File: src/hdl/kwi_defs.svh
// Purpose: Named offsets, bit positions and reset values of the keypad wake interrupt block.
// Assumes: Registers sit at word index times four on the AXI4-Lite bus.
// Notes: Definitions only.
`ifndef KWI_DEFS_SVH
`define KWI_DEFS_SVH

`define KWI_KEYS 6
`define KWI_ADDR_W 12
`define KWI_IDX_STATUS 10'h01a
`define KWI_IDX_ENABLE 10'h01b
`define KWI_BIT_MODE 0
`define KWI_BIT_MASK 1
`define KWI_BIT_ACK 2
`define KWI_BIT_FLAG 3
`define KWI_BIT_AWU 6
`define KWI_RESET_BYTE 8'h00
`define KWI_KEY_IDLE 6'h3f
`define KWI_LANE0 0

`endif

File: src/hdl/kwi_pkg.sv
// Purpose: Types shared by the keypad wake interrupt design files.
// Assumes: Nothing beyond the header of constants.
// Notes: Types only; numbers live in the header.
package kwi_pkg;
  typedef logic [7:0] reg_byte_t;
  typedef logic [31:0] bus_word_t;
  typedef enum logic [1:0] {
    resp_okay_t_val = 2'h0,
    resp_slverr_t_val = 2'h2
  } resp_t;
endpackage

File: src/hdl/keypad_wake_interrupt.sv
// Purpose: Six-input keypad interrupt with auto-wakeup source and AXI4-Lite registers.
// Assumes: Vector fetch and break inputs are synchronous to aclk at 20 MHz; pins pass a two-stage synchroniser.
// Notes: Status/control at word index 0x1a, input enable at word index 0x1b.
//
// Behaviour
// - Six pins, each enabled as keypad interrupt input by its own bit.
// - An enabled pin has its pullup on regardless of port pullup setting.
// - Latch a request when an enabled input falls after all were high.
// - Edge mode: no new request while another enabled input is low.
// - Level mode: request stays while any enabled input is low.
// - Level mode: clear needs acknowledge and all inputs high, any order.
// - Vector fetch and software acknowledge write both acknowledge the request.
// - A falling edge after acknowledge latches a fresh request.
// - Unmasked pending request drives the CPU interrupt for vector FFE0/FFE1.
// - Auto-wakeup request clears only by software acknowledge or reset.
// - Edge mode: acknowledge clears the keypad request at once.
// - Reset clears the request and trigger mode even with input low.
// - Pending flag shows keypad or auto-wakeup request, independent of mask.
// - Status bits 7 to 4 read as zero.
// - Acknowledge bit is write-only, reads zero, writing one clears requests.
// - Mask bit set blocks requests from the CPU; reset clears it.
// - Trigger mode one is edge plus level, zero edge only, for all sources.
// - Enable bit forces pin to input; reading still needs direction zero.
// - In break, software acknowledge ignored unless break clear enable; clears persist.
// - Block stays active in wait and stop; unmasked request wakes CPU.
// - Reset clears the whole input enable register.
//
// Local design decision: the AXI4-Lite interface to the registers.
`timescale 1ns/1ps
`include "kwi_defs.svh"
module keypad_wake_interrupt (
  // Clock and reset
  input wire logic aclk,
  input wire logic aresetn,
  // AXI4-Lite write address
  input wire logic [`KWI_ADDR_W-1:0] s_axi_awaddr,
  input wire logic [2:0] s_axi_awprot,
  input wire logic s_axi_awvalid,
  output logic s_axi_awready,
  // AXI4-Lite write data
  input wire logic [31:0] s_axi_wdata,
  input wire logic [3:0] s_axi_wstrb,
  input wire logic s_axi_wvalid,
  output logic s_axi_wready,
  // AXI4-Lite write response
  output logic [1:0] s_axi_bresp,
  output logic s_axi_bvalid,
  input wire logic s_axi_bready,
  // AXI4-Lite read address
  input wire logic [`KWI_ADDR_W-1:0] s_axi_araddr,
  input wire logic [2:0] s_axi_arprot,
  input wire logic s_axi_arvalid,
  output logic s_axi_arready,
  // AXI4-Lite read data
  output logic [31:0] s_axi_rdata,
  output logic [1:0] s_axi_rresp,
  output logic s_axi_rvalid,
  input wire logic s_axi_rready,
  // Keypad pins and port settings
  input wire logic [`KWI_KEYS-1:0] key_pins,
  input wire logic [`KWI_KEYS-1:0] port_pullup_enable_bit,
  input wire logic [`KWI_KEYS-1:0] port_direction_bits,
  output logic [`KWI_KEYS-1:0] pullup_on,
  output logic [`KWI_KEYS-1:0] force_input,
  output logic [`KWI_KEYS-1:0] pin_read_allowed,
  // Auto-wakeup source
  input wire logic auto_wakeup_request,
  // CPU and system integration unit
  input wire logic vector_fetch,
  input wire logic break_state,
  input wire logic break_clear_enable,
  output logic cpu_irq,
  output logic wake_request
);
  // Registers.
  logic mode_q;
  logic mask_q;
  logic [`KWI_KEYS-1:0] key_en_q;
  logic awu_en_q;
  logic key_latch_q;
  logic any_low_q;

  // Bus state.
  logic aw_have_q;
  logic w_have_q;
  logic [`KWI_ADDR_W-1:0] awaddr_q;
  logic [31:0] wdata_q;
  logic [3:0] wstrb_q;
  logic bvalid_q;
  logic [1:0] bresp_q;
  logic rvalid_q;
  logic [1:0] rresp_q;
  logic [31:0] rdata_q;

  logic [`KWI_KEYS-1:0] keys_s;
  logic awu_pending;

  // Word index of a byte address; registers take one aligned word each.
  function automatic logic hits(input logic [`KWI_ADDR_W-1:0] addr, input logic [9:0] idx);
    hits = (addr[`KWI_ADDR_W-1:2] == idx);
  endfunction

  key_sync u_key_sync (
    .aclk(aclk),
    .aresetn(aresetn),
    .keys(key_pins),
    .keys_sync(keys_s)
  );

  // Pin side effects of the enable bits; read permission follows the direction bits alone.
  assign pullup_on = key_en_q | port_pullup_enable_bit;
  assign force_input = key_en_q;
  assign pin_read_allowed = ~port_direction_bits;

  // Write channel decode.
  wire wr_go = aw_have_q && w_have_q && !bvalid_q;
  wire wr_status = hits(awaddr_q, `KWI_IDX_STATUS);
  wire wr_enable = hits(awaddr_q, `KWI_IDX_ENABLE);
  wire wr_mapped = wr_status || wr_enable;
  wire wr_lane0 = wstrb_q[`KWI_LANE0];
  wire wr_status_go = wr_go && wr_status && wr_lane0;
  wire wr_enable_go = wr_go && wr_enable && wr_lane0;

  // Acknowledge sources; break protection only gates the software path.
  wire ack_written = wr_status_go && wdata_q[`KWI_BIT_ACK];
  wire ack_allowed = !break_state || break_clear_enable;
  wire sw_ack = ack_written && ack_allowed;
  wire kb_ack = vector_fetch || sw_ack;

  // Keypad detection on the synchronised inputs.
  wire [`KWI_KEYS-1:0] low_enabled = ~keys_s & key_en_q;
  wire any_low = |low_enabled;
  wire kb_event = any_low && !any_low_q;
  wire key_latch_d = kb_event || (key_latch_q && !kb_ack);
  wire kb_req = key_latch_q || (mode_q && any_low);

  awu_latch u_awu_latch (
    .aclk(aclk),
    .aresetn(aresetn),
    .wake_req(auto_wakeup_request),
    .wake_en(awu_en_q),
    .level_mode(mode_q),
    .sw_ack(sw_ack),
    .wake_pending(awu_pending)
  );

  // Pending flag ignores the mask so that polling works.
  wire pending = kb_req || awu_pending;
  assign cpu_irq = pending && !mask_q;
  assign wake_request = cpu_irq;

  // Read path.
  wire rd_go = s_axi_arvalid && !rvalid_q;
  wire rd_status = hits(s_axi_araddr, `KWI_IDX_STATUS);
  wire rd_enable = hits(s_axi_araddr, `KWI_IDX_ENABLE);
  wire [7:0] status_view = {4'h0, pending, 1'b0, mask_q, mode_q};
  wire [7:0] enable_view = {1'b0, awu_en_q, key_en_q};
  wire [7:0] rd_byte = rd_status ? status_view : (rd_enable ? enable_view : `KWI_RESET_BYTE);
  wire rd_mapped = rd_status || rd_enable;

  assign s_axi_awready = !aw_have_q && !bvalid_q;
  assign s_axi_wready = !w_have_q && !bvalid_q;
  assign s_axi_arready = !rvalid_q;
  assign s_axi_bvalid = bvalid_q;
  assign s_axi_bresp = bresp_q;
  assign s_axi_rvalid = rvalid_q;
  assign s_axi_rresp = rresp_q;
  assign s_axi_rdata = rdata_q;

  // Keypad latch and edge history.
  always_ff @(posedge aclk) begin
    if (!aresetn) begin
      key_latch_q <= 1'b0;
      any_low_q <= 1'b0;
    end else begin
      key_latch_q <= key_latch_d;
      any_low_q <= any_low;
    end
  end

  // Software-visible control bits.
  always_ff @(posedge aclk) begin
    if (!aresetn) begin
      mode_q <= 1'b0;
      mask_q <= 1'b0;
      key_en_q <= {`KWI_KEYS{1'b0}};
      awu_en_q <= 1'b0;
    end else begin
      if (wr_status_go) begin
        mode_q <= wdata_q[`KWI_BIT_MODE];
        mask_q <= wdata_q[`KWI_BIT_MASK];
      end
      if (wr_enable_go) begin
        key_en_q <= wdata_q[`KWI_KEYS-1:0];
        awu_en_q <= wdata_q[`KWI_BIT_AWU];
      end
    end
  end

  // Write address and data are taken in either order and held until both are in.
  always_ff @(posedge aclk) begin
    if (!aresetn) begin
      aw_have_q <= 1'b0;
      w_have_q <= 1'b0;
      awaddr_q <= '0;
      wdata_q <= '0;
      wstrb_q <= 4'h0;
    end else begin
      if (s_axi_awvalid && s_axi_awready) begin
        aw_have_q <= 1'b1;
        awaddr_q <= s_axi_awaddr;
      end else if (wr_go) begin
        aw_have_q <= 1'b0;
      end
      if (s_axi_wvalid && s_axi_wready) begin
        w_have_q <= 1'b1;
        wdata_q <= s_axi_wdata;
        wstrb_q <= s_axi_wstrb;
      end else if (wr_go) begin
        w_have_q <= 1'b0;
      end
    end
  end

  // Write response; unmapped words answer SLVERR.
  always_ff @(posedge aclk) begin
    if (!aresetn) begin
      bvalid_q <= 1'b0;
      bresp_q <= kwi_pkg::resp_okay_t_val;
    end else if (wr_go) begin
      bvalid_q <= 1'b1;
      bresp_q <= wr_mapped ? kwi_pkg::resp_okay_t_val : kwi_pkg::resp_slverr_t_val;
    end else if (s_axi_bready) begin
      bvalid_q <= 1'b0;
    end
  end

  // Read answer one cycle after the address is taken.
  always_ff @(posedge aclk) begin
    if (!aresetn) begin
      rvalid_q <= 1'b0;
      rresp_q <= kwi_pkg::resp_okay_t_val;
      rdata_q <= '0;
    end else if (rd_go) begin
      rvalid_q <= 1'b1;
      rresp_q <= rd_mapped ? kwi_pkg::resp_okay_t_val : kwi_pkg::resp_slverr_t_val;
      rdata_q <= {24'h000000, rd_byte};
    end else if (s_axi_rready) begin
      rvalid_q <= 1'b0;
    end
  end
endmodule

File: src/hdl/key_sync.sv
// Purpose: Two-stage synchroniser for the six keypad inputs.
// Assumes: Pins idle high through their pullups.
// Notes: Only the second stage is visible outside.
`timescale 1ns/1ps
`include "kwi_defs.svh"
module key_sync (
  // Clock and reset
  input wire logic aclk,
  input wire logic aresetn,
  // Pins and synchronised copy
  input wire logic [`KWI_KEYS-1:0] keys,
  output logic [`KWI_KEYS-1:0] keys_sync
);
  logic [`KWI_KEYS-1:0] meta_q;
  logic [`KWI_KEYS-1:0] stable_q;

  // Reset to the idle level so that release of reset cannot fake a falling edge.
  always_ff @(posedge aclk) begin
    if (!aresetn) begin
      meta_q <= `KWI_KEY_IDLE;
      stable_q <= `KWI_KEY_IDLE;
    end else begin
      meta_q <= keys;
      stable_q <= meta_q;
    end
  end

  assign keys_sync = stable_q;
endmodule

File: src/hdl/awu_latch.sv
// Purpose: Latch for the auto-wakeup request input.
// Assumes: The request input is synchronous to aclk.
// Notes: Only a software acknowledge or reset empties the latch.
`timescale 1ns/1ps
module awu_latch (
  // Clock and reset
  input wire logic aclk,
  input wire logic aresetn,
  // Request and control
  input wire logic wake_req,
  input wire logic wake_en,
  input wire logic level_mode,
  input wire logic sw_ack,
  // Result
  output logic wake_pending
);
  logic prev_q;
  logic latch_q;
  wire rise = wake_en && wake_req && !prev_q;

  always_ff @(posedge aclk) begin
    if (!aresetn) begin
      prev_q <= 1'b0;
      latch_q <= 1'b0;
    end else begin
      prev_q <= wake_req && wake_en;
      // A new request beats an acknowledge in the same cycle.
      latch_q <= rise || (latch_q && !sw_ack);
    end
  end

  assign wake_pending = latch_q || (level_mode && wake_en && wake_req);
endmodule

File: config.mk
export PLATFORM = sky130hd
export DESIGN_NAME = keypad_wake_interrupt
export DESIGN_NICKNAME = d
export VERILOG_FILES = /design/src/hdl/kwi_pkg.sv /design/src/hdl/keypad_wake_interrupt.sv /design/src/hdl/key_sync.sv /design/src/hdl/awu_latch.sv
export VERILOG_INCLUDE_DIRS = /design/src /design/src/hdl
export SDC_FILE = /design/constraint.sdc
export NUM_CORES = 1
export LEC_CHECK = 0
export BUFFER_PORTS_ARGS = -buffer_cell sky130_fd_sc_hd__buf_2
export CORE_MARGIN = 5
export CORE_UTILIZATION = 33
export CTS_BUF_LIST = sky130_fd_sc_hd__clkbuf_4 sky130_fd_sc_hd__clkbuf_8
export CTS_CLUSTER_DIAMETER = 100
export DETAILED_ROUTE_END_ITERATION = 12
export GPL_ROUTABILITY_DRIVEN = 0
export PLACE_DENSITY_LB_ADDON = 0.05
export SYNTH_ARGS = -nofsm -noshare
export SYNTH_HDL_FRONTEND = slang
export SYNTH_HIERARCHICAL = 1
export SYNTH_SLANG_ARGS = --single-unit
File: constraint.sdc
create_clock -name aclk -period 1.61 [get_ports aclk]
set_input_delay 0.0805 -clock aclk [delete_from_list [all_inputs] [get_ports aclk]]
set_output_delay 0.0805 -clock aclk [all_outputs]
set_load 0.02 [all_outputs]
== Word level (Yosys, flattened, before mapping) ==
Cells that the tools add are included.

* Register bits after elaboration: 61
* Bits in latches: 0
* RAM bits: 0
* Memory bits (read-only): 0
* Input bits: 95
* Output and inout port bits: 61
* Memories kept: 0

* $add $sub $neg: 0
* $mul: 0
* Divide/modulo/power cells: 0
* Order comparisons: 0
* Equality and inequality tests: 4
* Shift-type cells: 0
* Mux-type cells: 11
* Bitwise logic cells: 4
* Reductions and logical operators: 46

{| class="wikitable"
|+ Operator list
! kind !! number
|-
| equality test 10 x 5 -> 1 bit, second input constant || 4
|-
| logical AND 1 bit || 22
|-
| two-way mux 7 bit || 2
|-
| NOT 6 bit || 2
|-
| logical NOT 1 bit || 10
|-
| logical OR 1 bit || 9
|-
| nonzero test 2 bit || 4
|-
| two-way mux 1 bit || 7
|-
| bitwise AND 6 bit || 1
|-
| bitwise OR 6 bit || 1
|-
| OR reduction 6 bit || 1
|-
| two-way mux 2 bit || 2
|}

== Depth between registers and ports, before layout ==
Gate-level depths: netlist of the first run.

* Depth in word-level cells: 10
* Depth in mapped cells: 6
* Mapped depth without buffers: 5

== Modules after synthesis ==
Netlist of the first run, hierarchy kept.

{| class="wikitable"
|+ By module, submodules not included
! module !! instances !! cells each !! area each (sq um) !! sequential area each (sq um)
|-
| keypad_wake_interrupt || 1 || 252 || 1994.4 || 840.8
|-
| key_sync || 1 || 25 || 339.1 || 240.2
|-
| awu_latch || 1 || 7 || 76.3 || 40.0
|}

== Least setup slack after synthesis of the first run ==
OpenSTA, ideal clock, no wires.

* Path type: flip-flop to output port
* Start: register key_en_q[4], in the netlist force_input[4]
* End: output port wake_request
* Arrival time: 1466 ps
* Setup slack: 63 ps
* Stages on the path, launching flop included: 6
* Path through: dfxtp_1 > inv_1 > o22ai_1 > o31ai_1 > a21oi_1 > buf_4

* Longest elaborated chain between the ends: 6

{| class="wikitable"
|+ RTL lines
! item !! line !! RTL
|-
| from (decl) || keypad_wake_interrupt.sv:78 || <nowiki>logic [`KWI_KEYS-1:0] key_en_q;</nowiki>
|-
| from (signal assigned) || keypad_wake_interrupt.sv:186 || <nowiki>key_en_q <= {`KWI_KEYS{1'b0}};</nowiki>
|-
| from (signal assigned) || keypad_wake_interrupt.sv:194 || <nowiki>key_en_q <= wdata_q[`KWI_KEYS-1:0];</nowiki>
|-
| bitwise AND 6 bit || keypad_wake_interrupt.sv:131 || <nowiki>wire [`KWI_KEYS-1:0] low_enabled = ~keys_s & key_en_q;</nowiki>
|-
| OR reduction 6 bit || keypad_wake_interrupt.sv:132 || <nowiki>wire any_low = |low_enabled;</nowiki>
|-
| logical AND 1 bit || keypad_wake_interrupt.sv:135 || <nowiki>wire kb_req = key_latch_q || (mode_q && any_low);</nowiki>
|-
| logical OR 1 bit || keypad_wake_interrupt.sv:135 ||
|-
| logical OR 1 bit || keypad_wake_interrupt.sv:148 || <nowiki>wire pending = kb_req || awu_pending;</nowiki>
|-
| logical AND 1 bit || keypad_wake_interrupt.sv:149 || <nowiki>assign cpu_irq = pending && !mask_q;</nowiki>
|-
| to (decl) || keypad_wake_interrupt.sv:73 || <nowiki>output logic wake_request</nowiki>
|}

Every way passes these cells.

== Final worst setup path of the first run ==
* Start: register key_en_q[2], in the netlist force_input[2]
* End: output port wake_request

Same word-level chain as after synthesis.

==> metrics.md, run 1 <==
| Metric | Value |
|---|---|
| Placed Area | `2922 µm²` |
| Largest family of logic cells by synthesized area | `simple AND/OR/NAND/NOR gates` |
| Hold path endpoint | `awaddr_q[5]` |
| Mapped Cells | `284` |
| Port bufs | `90` |
| Die Wd | `95.46 µm` |
| Setup Buffers After CTS | `0` |
| Antenna violations before repair | `0` |
| Final Critical Period | `1488 ps` |
| Die area | `9112 µm²` |
| Final hold vios | `0` |
| Mux contribution to synthesized area | `1.765%` |
| Xor/xnor share of the synthesized area | `0%` |
| Sum Neg Setup Slack | `0 ps` |
| DR pass1 iterations | `4` |
| Fillers | `745` |
| DRT antenna net count | `0` |
| Status | `finished clean` |
| Synth warnings | `6` |
| Die Ht | `95.46 µm` |
| 1st-iter DRT viols | `98` |
| PwrDens | `834.9 nW/µm²` |
| Syn Area/Cell | `8.485 µm²` |
| CP Launch Type | `flip-flop` |
| Synth Area in Compound Gates | `12.98%` |
| Worst hold stages | `3` |
| Via count | `2157` |
| Crit share post-route | `92.45%` |
| FF-to-FF path depth | `4` |
| Worst Hold Launch | `s_axi_awaddr[5]` |
| DRC viols | `0` |
| #FFs+latches synth | `56` |
| Area share of and/or/nand/nor cells after synthesis | `24.71%` |
| Worst vdd ir | `0.3424 mV` |
| Average wire per standard cell | `11.98 µm` |
| Sequential element share of the synthesized area | `46.52%` |
| Final Instance Area | `3204 µm²` |
| Layout net count | `491` |
| FP Rows | `31` |
| Via-to-Cell Ratio | `4.349` |
| N_diodes | `0` |
| Num CTS Buffers | `5` |
| Worst-path maximum fanout | `5` |
| Post-synthesis adder-cell area fraction | `0%` |
| Critical path type | `reg -> out` |
| Area added between synthesis and finish | `32.97%` |
| I/O pins | `156` |
| CTS tree | `done` |
| Starting Density | `33.58%` |
| Grt total ovfl | `0` |
| Worst r2r dst | `force_input[5]` |
| Required time of the worst setup path | `1530 ps` |
| Max_cap viols | `0` |
| Routed WL | `5.943 mm` |
| Fmax achieved | `0.6718 GHz` |
| H-tree depth | `2` |
| Area of the mapped netlist | `2410 µm²` |
| Clock Path Buffers | `2` |
| Core area | `7176 µm²` |
| Final Max Slew Viols | `0` |
| Post-DP HPWL | `4.448 mm` |
| Cell variety after synth | `39` |
| First-pass GRT wire length | `9.080 mm` |
| Worst Hold Class | `in -> reg` |
| Hold_ws | `7.171 ps` |
| RR Startpoint | `awaddr_q[5]` |
| Reg2reg setup slack | `160 ps` |
| CP arrival | `1410 ps` |
| Clock latency on the worst-skew pair | `310 ps` |
| Fraction of layout cells with a size suffix above 1 | `33.25%` |
| Root Buffer | `clkbuf_8` |
| Crit end category | `primary output` |
| Largest net degree at the start of global routing | `42` |
| Reg clk slew, reported paths | `100 ps` |
| Vias in the first global route | `1958` |
| TritonCTS Sinks | `56` |
| Total track usage | `12.80%` |
| Clock skew after layout | `12.83 ps` |
| Final Setup Violations | `0` |
| Lkg Pwr | `1.465 nW` |
[per-layer routing]
metal  wire length [µm]  track usage (%)
met1               2537            16.05
met2               2721            21.52
met3                646            3.552
met4                 38            3.555
met5                  0                0
[power by group]
part / internal, mW / switching (mW)
combinational: 0.164 / 0.238
sequential: 1.44 / 0.0285
clock: 0.321 / 0.484
total: 1.92 / 0.750
[synthesized netlist by cell type (all sizes together)]
cell / n / area share (%)
a211oi: 1 / 0.31
a21oi: 32 / 6.6
a22oi: 2 / 0.62
a31o: 1 / 0.36
a31oi: 1 / 0.26
a32oi: 4 / 1.5
and2: 2 / 0.52
and3: 3 / 0.83
and4b: 1 / 0.42
and4bb: 1 / 0.52
buf: 30 / 9.5
clkbuf: 11 / 1.7
conb: 1 / 0.16
dfxtp: 56 / 47
inv: 17 / 2.6
mux2: 2 / 0.93
mux2i: 2 / 0.83
nand2: 42 / 6.5
nand2b: 16 / 4.7
nand3: 1 / 0.21
nand3b: 3 / 0.93
nand4: 9 / 2.3
nand4b: 1 / 0.36
nor2: 16 / 2.5
nor3: 3 / 0.62
nor3b: 1 / 0.31
nor4: 2 / 1.1
nor4b: 1 / 0.36
nor4bb: 1 / 0.42
o21ai: 9 / 1.9
o22ai: 3 / 0.78
o31ai: 1 / 0.31
o32ai: 1 / 0.36
or2: 6 / 1.6
or4: 1 / 0.47
[timing repair]
| item | in CTS | in global routing |
|---|---|---|
| endpoints found under the setup margin | 2 | 2 |
| pin swaps | 0 | 1 |
| endpoints found under the hold margin | 17 | 0 |
| hold buffers | 17 | 0 |
| resized for setup | 1 | 3 |
[flip-flops by register name, summed over array words and instances, names as in the netlist]
signal,count
mode_q,1
aw_have_q,1
s_axi_bresp,1
wdata_q,7
u_awu_latch/latch_q,1
s_axi_bvalid,1
s_axi_rdata,7
wstrb_q,1
u_awu_latch/prev_q,1
s_axi_rvalid,1
w_have_q,1
s_axi_rresp,1
awu_en_q,1
mask_q,1
any_low_q,1
u_key_sync/keys_sync,6
force_input,6
awaddr_q,10
u_key_sync/meta_q,6
key_latch_q,1
[cells in the final DEF, fill, tap and decap left out, drive strengths merged, types with 2 or more instances in the layout]
cell type and n:
a21oi 32, a22oi 2, a32oi 4, and2 2
and3 3, buf 103, clkbuf 5, conb 27
dfxtp 56, dlygate4sd3 17, inv 18, mux2 2
mux2i 2, nand2 42, nand2b 16, nand3b 3
nand4 9, nor2 16, nor3 3, nor4 2
o21ai 9, o22ai 3, or2 6
[area by class of cell]
cell class / count / area (µm²) / share of cell area [%]
flip-flops and latches: 56 / 1122 / 35.03
multi-input cells: 196 / 1067 / 33.31
repair buffers: 120 / 730.7 / 22.80
well taps: 99 / 123.9 / 3.866
clock buffers: 5 / 68.82 / 2.148
inverters: 17 / 63.81 / 1.991
clock inverters: 3 / 27.53 / 0.8590
[kinds of logic (layout without fill, tap and decap cells)]
| family | count (synthesis) | after routing |
|---|---|---|
| mux | 4 | 4 |
| buf+inv | 58 | 145 |
| flops | 56 | 56 |
| compound gates | 55 | 55 |
| other cells | 1 | 27 |
| simple gates | 110 | 110 |
[how the worst max path moves through the flow]
stage / from / end / slack (ps) / cells after the start
floorplan: force_input[4] / wake_request / 60 / 5
global placement: s_axi_araddr[9] / s_axi_rdata[3] / 170 / 6
detailed placement: awaddr_q[5] / force_input[5] / 170 / 4
CTS: force_input[2] / wake_request / 30 / 5
global route: force_input[2] / cpu_irq / -10 / 5
finish: force_input[2] / wake_request / 120 / 5
[worst max-delay path, cell delays in order (launching register included)]
cell,delay [ps]
dfxtp_2,380
inv_1,70
o22ai_2,70
o31ai_2,320
a21oi_2,90
buf_2,170
[stage by stage]
stage / util (%) / worst slack [ps] / std cells / power, mW
after floorplan: - / 63.16 / 310 / 1.787
after global placement: 40.71 / 168.0 / 471 / 1.872
after detailed placement: 40.71 / 172.8 / 471 / 1.874
after CTS: 44.45 / 25.70 / 496 / 2.709
after global routing: 44.66 / -14.76 / 496 / 2.806
final: 44.66 / 121.6 / 496 / 2.675
Note: power is estimated with default switching activity, not from simulation.
==> inputs of run 2 (changes only) <==
- clock period: 1.61 -> 1.6 ns (I/O delays scaled with it)
==> run 2 against run 1 <==
Effect of this change: total power fell by 0.85%; sequential cell count is the same; hold slack about the same; wire length rose by 1.4%; first-iteration DRC count decreased by 31%; global-route usage increased by 0.13 points; utilization fell by 0.21 points; critical endpoint is now cpu_irq; largest cell class unchanged; die area unchanged; critical path depth did not move.
==> metrics.md, run 2 (synthesized netlist as in run 1, its figures left out) <==
| Metric | Value |
|---|---|
| Max_cap viols | `0 (unchanged)` |
| DRT antenna net count | `0 (unchanged)` |
| Worst r2r dst | `u_awu_latch/latch_q (was force_input[5])` |
| Via-to-Cell Ratio | `4.344 (was 4.349)` |
| FF-to-FF path depth | `6 (was 4)` |
| I/O pins | `156 (unchanged)` |
| Post-DP HPWL | `4.507 mm (was 4.448 mm)` |
| Area added between synthesis and finish | `32.35% (was 32.97%)` |
| H-tree depth | `2 (unchanged)` |
| Lkg Pwr | `1.460 nW (was 1.465 nW)` |
| GR peak layer | `met2 (unchanged)` |
| Largest net degree at the start of global routing | `42 (unchanged)` |
| GR Util met1 | `16.21% (was 16.05%)` |
| Average wire per standard cell | `12.20 µm (was 11.98 µm)` |
| Worst Hold Class | `in -> reg (unchanged)` |
| Setup Buffers After CTS | `0 (unchanged)` |
| Met2 GRT Util | `21.98% (was 21.52%)` |
| Routing usage on met3 | `3.315% (was 3.552%)` |
| Reg2reg setup slack | `140 ps (was 160 ps)` |
| CP arrival | `1430 ps (was 1410 ps)` |
| Worst Hold Launch | `s_axi_awaddr[5] (unchanged)` |
| Worst hold stages | `3 (unchanged)` |
| Die Wd | `95.46 µm (unchanged)` |
| Die Ht | `95.46 µm (unchanged)` |
| Worst-path maximum fanout | `5 (unchanged)` |
| Gate power share | `15.2% (was 15.0%)` |
| TritonCTS Sinks | `56 (unchanged)` |
| Crit share post-route | `94.10%` |
| Placed Area | `2929 µm² (was 2922 µm²)` |
| FP Rows | `31 (unchanged)` |
| Max reg flops | `10 (unchanged)` |
| Total track usage | `12.94% (was 12.80%)` |
| Buf+Inv Stages, Crit Path | `2 (unchanged)` |
| Top reg by flops | `awaddr_q (unchanged)` |
| Port bufs | `90 (unchanged)` |
| Core area | `7176 µm² (unchanged)` |
| Final Setup Violations | `0 (unchanged)` |
| Hold path endpoint | `awaddr_q[5] (unchanged)` |
| Final Critical Period | `1506 ps` |
| Crit end category | `primary output (unchanged)` |
| 1st-iter DRT viols | `68 (was 98)` |
| Grt total ovfl | `0 (unchanged)` |
| DRC viols | `0 (unchanged)` |
| Most frequent cells in the layout | `buf_2, dfxtp_1, nand2_1, a21oi_1, conb_1 (unchanged)` |
| Switch share | `27.38% (was 28.05%)` |
| Num CTS Buffers | `5 (unchanged)` |
| Clock Path Buffers | `2 (unchanged)` |
| First-pass GRT wire length | `9.218 mm (was 9.080 mm)` |
| Vias in the first global route | `1986 (was 1958)` |
| Power Internal | `1.926 mW (was 1.925 mW)` |
| Critical-path cell list | `inv_1 > o22ai_2 > o31ai_2 > a21oi_2 > buf_2 (unchanged)` |
| Worst vdd ir | `0.3435 mV (was 0.3424 mV)` |
| Clock power share | `29.1% (was 30.1%)` |
| Required time of the worst setup path | `1520 ps (was 1530 ps)` |
| RR Startpoint | `aw_have_q (was awaddr_q[5])` |
| DR pass1 iterations | `5 (was 4)` |
| Routed WL | `6.027 mm (was 5.943 mm)` |
| Status | `finished clean (unchanged)` |
| Most common cell after layout, fill and taps aside | `buf_2 (unchanged)` |
| Sum Neg Setup Slack | `0 ps (unchanged)` |
| Final hold vios | `0 (unchanged)` |
| Layout net count | `489 (was 491)` |
| Die area | `9112 µm² (unchanged)` |
| Final Instance Area | `3189 µm² (was 3204 µm²)` |
| CP Launch Type | `flip-flop (unchanged)` |
| Fraction of layout cells with a size suffix above 1 | `34.18% (was 33.25%)` |
| CTS tree | `done (unchanged)` |
| Hold_ws | `7.659 ps (was 7.171 ps)` |
| Via count | `2146 (was 2157)` |
| Delay-heaviest family, CP | `compound AO/OA/AOI/OAI gates (unchanged)` |
| Root Buffer | `clkbuf_8 (unchanged)` |
| Power share of the sequential group | `55.7% (was 54.9%)` |
| Final Max Slew Viols | `0 (unchanged)` |
| Switching pwr | `0.7263 mW (was 0.7505 mW)` |
| Critical path depth in cells | `5 (unchanged)` |
| PwrDens | `831.6 nW/µm² (was 834.9 nW/µm²)` |
| Slowest-stage cell, CP | `dfxtp_2 (unchanged)` |
| Critical path type | `reg -> out (unchanged)` |
| Clock skew after layout | `5.557 ps (was 12.83 ps)` |
| Pwr Total | `2.652 mW (was 2.675 mW)` |
| Fmax achieved | `0.6642 GHz` |
| Antenna violations before repair | `0 (unchanged)` |
| N_diodes | `0 (unchanged)` |
| Reg clk slew, reported paths | `100 ps (about the same)` |
| Starting Density | `33.58% (unchanged)` |
| Max incr delay on CP | `370 ps (was 380 ps)` |
| Clock latency on the worst-skew pair | `310 ps (about the same)` |
## run 2: cell types whose count changed in the layout (fill, tap and decap cells not counted)
cell and change:
buf_4 +1, dlygate4sd3_1 -3, clkinvlp_4 -1, inv_8 -1, o22ai_1 -2, clkinv_2 +1, inv_6 +1, o22ai_2 +2
## run 2: worst max path at each step
| stage | from | end | slack, ps |
|---|---|---|---|
| 2_1_floorplan | force_input[4] | wake_request | 50 |
| 3_3_place_gp | aw_have_q | u_awu_latch/latch_q | 160 |
| 3_5_place_dp | awaddr_q[5] | force_input[5] | 140 |
| 4_1_cts | force_input[2] | cpu_irq | 20 |
| 5_1_grt | force_input[2] | cpu_irq | -10 |
| 6_report | force_input[2] | cpu_irq | 90 |
## run 2: worst min-delay path: cells and delay by family
kind / cells / cell delay, ps
buffers and inverters: 1 / 100
AND/OR/NAND/NOR: 1 / 50
AO/OA/AOI/OAI: 1 / 50
## run 2: through the flow
stage / cells / worst slack, ps / utilization [%]
2_1_floorplan: 310 / 53.66 / -
3_3_place_gp: 472 / 158.5 / 40.82
3_5_place_dp: 472 / 143.4 / 40.82
4_1_cts: 494 / 20.29 / 44.06
5_1_grt: 494 / -12.60 / 44.45
6_report: 494 / 94.39 / 44.45
## run 2: area by class of cell
class	instances	area [µm²]
tap	99	123.9
timing repair buffer	118	708.2
multi-input combinational	196	1080
clock inverter	3	22.52
sequential	56	1122
fill	738	3986
clock buffer	5	68.82
inverter	17	63.81
## run 2: power by group through the flow
stage / Combinational [mW] / Sequential [mW] / Clock, mW
after global routing: 0.449 / 1.49 / 0.859
after global placement: 0.377 / 1.51 / 0
after detailed placement: 0.379 / 1.51 / 0
final: 0.403 / 1.48 / 0.771
after floorplan: 0.288 / 1.51 / 0
after CTS: 0.406 / 1.48 / 0.806
## run 2: timing repair
item | 4_1_cts | 5_1_grt
cloned | 0 | 0
hold endpoints to repair | 14 | 0
setup endpoints to repair | 2 | 2
resized for setup | 1 | 5
pin swaps | 0 | 0
hold buffers | 14 | 0
## run 2: layer usage
metal | share of wire (%) | up-vias | routed length (µm)
met5 | 0 | - | 0
met4 | 1.0 | 0 | 61
met3 | 10 | 5 | 612
met2 | 45 | 87 | 2741
met1 | 43 | 942 | 2611
li1 | - | 1112 | -
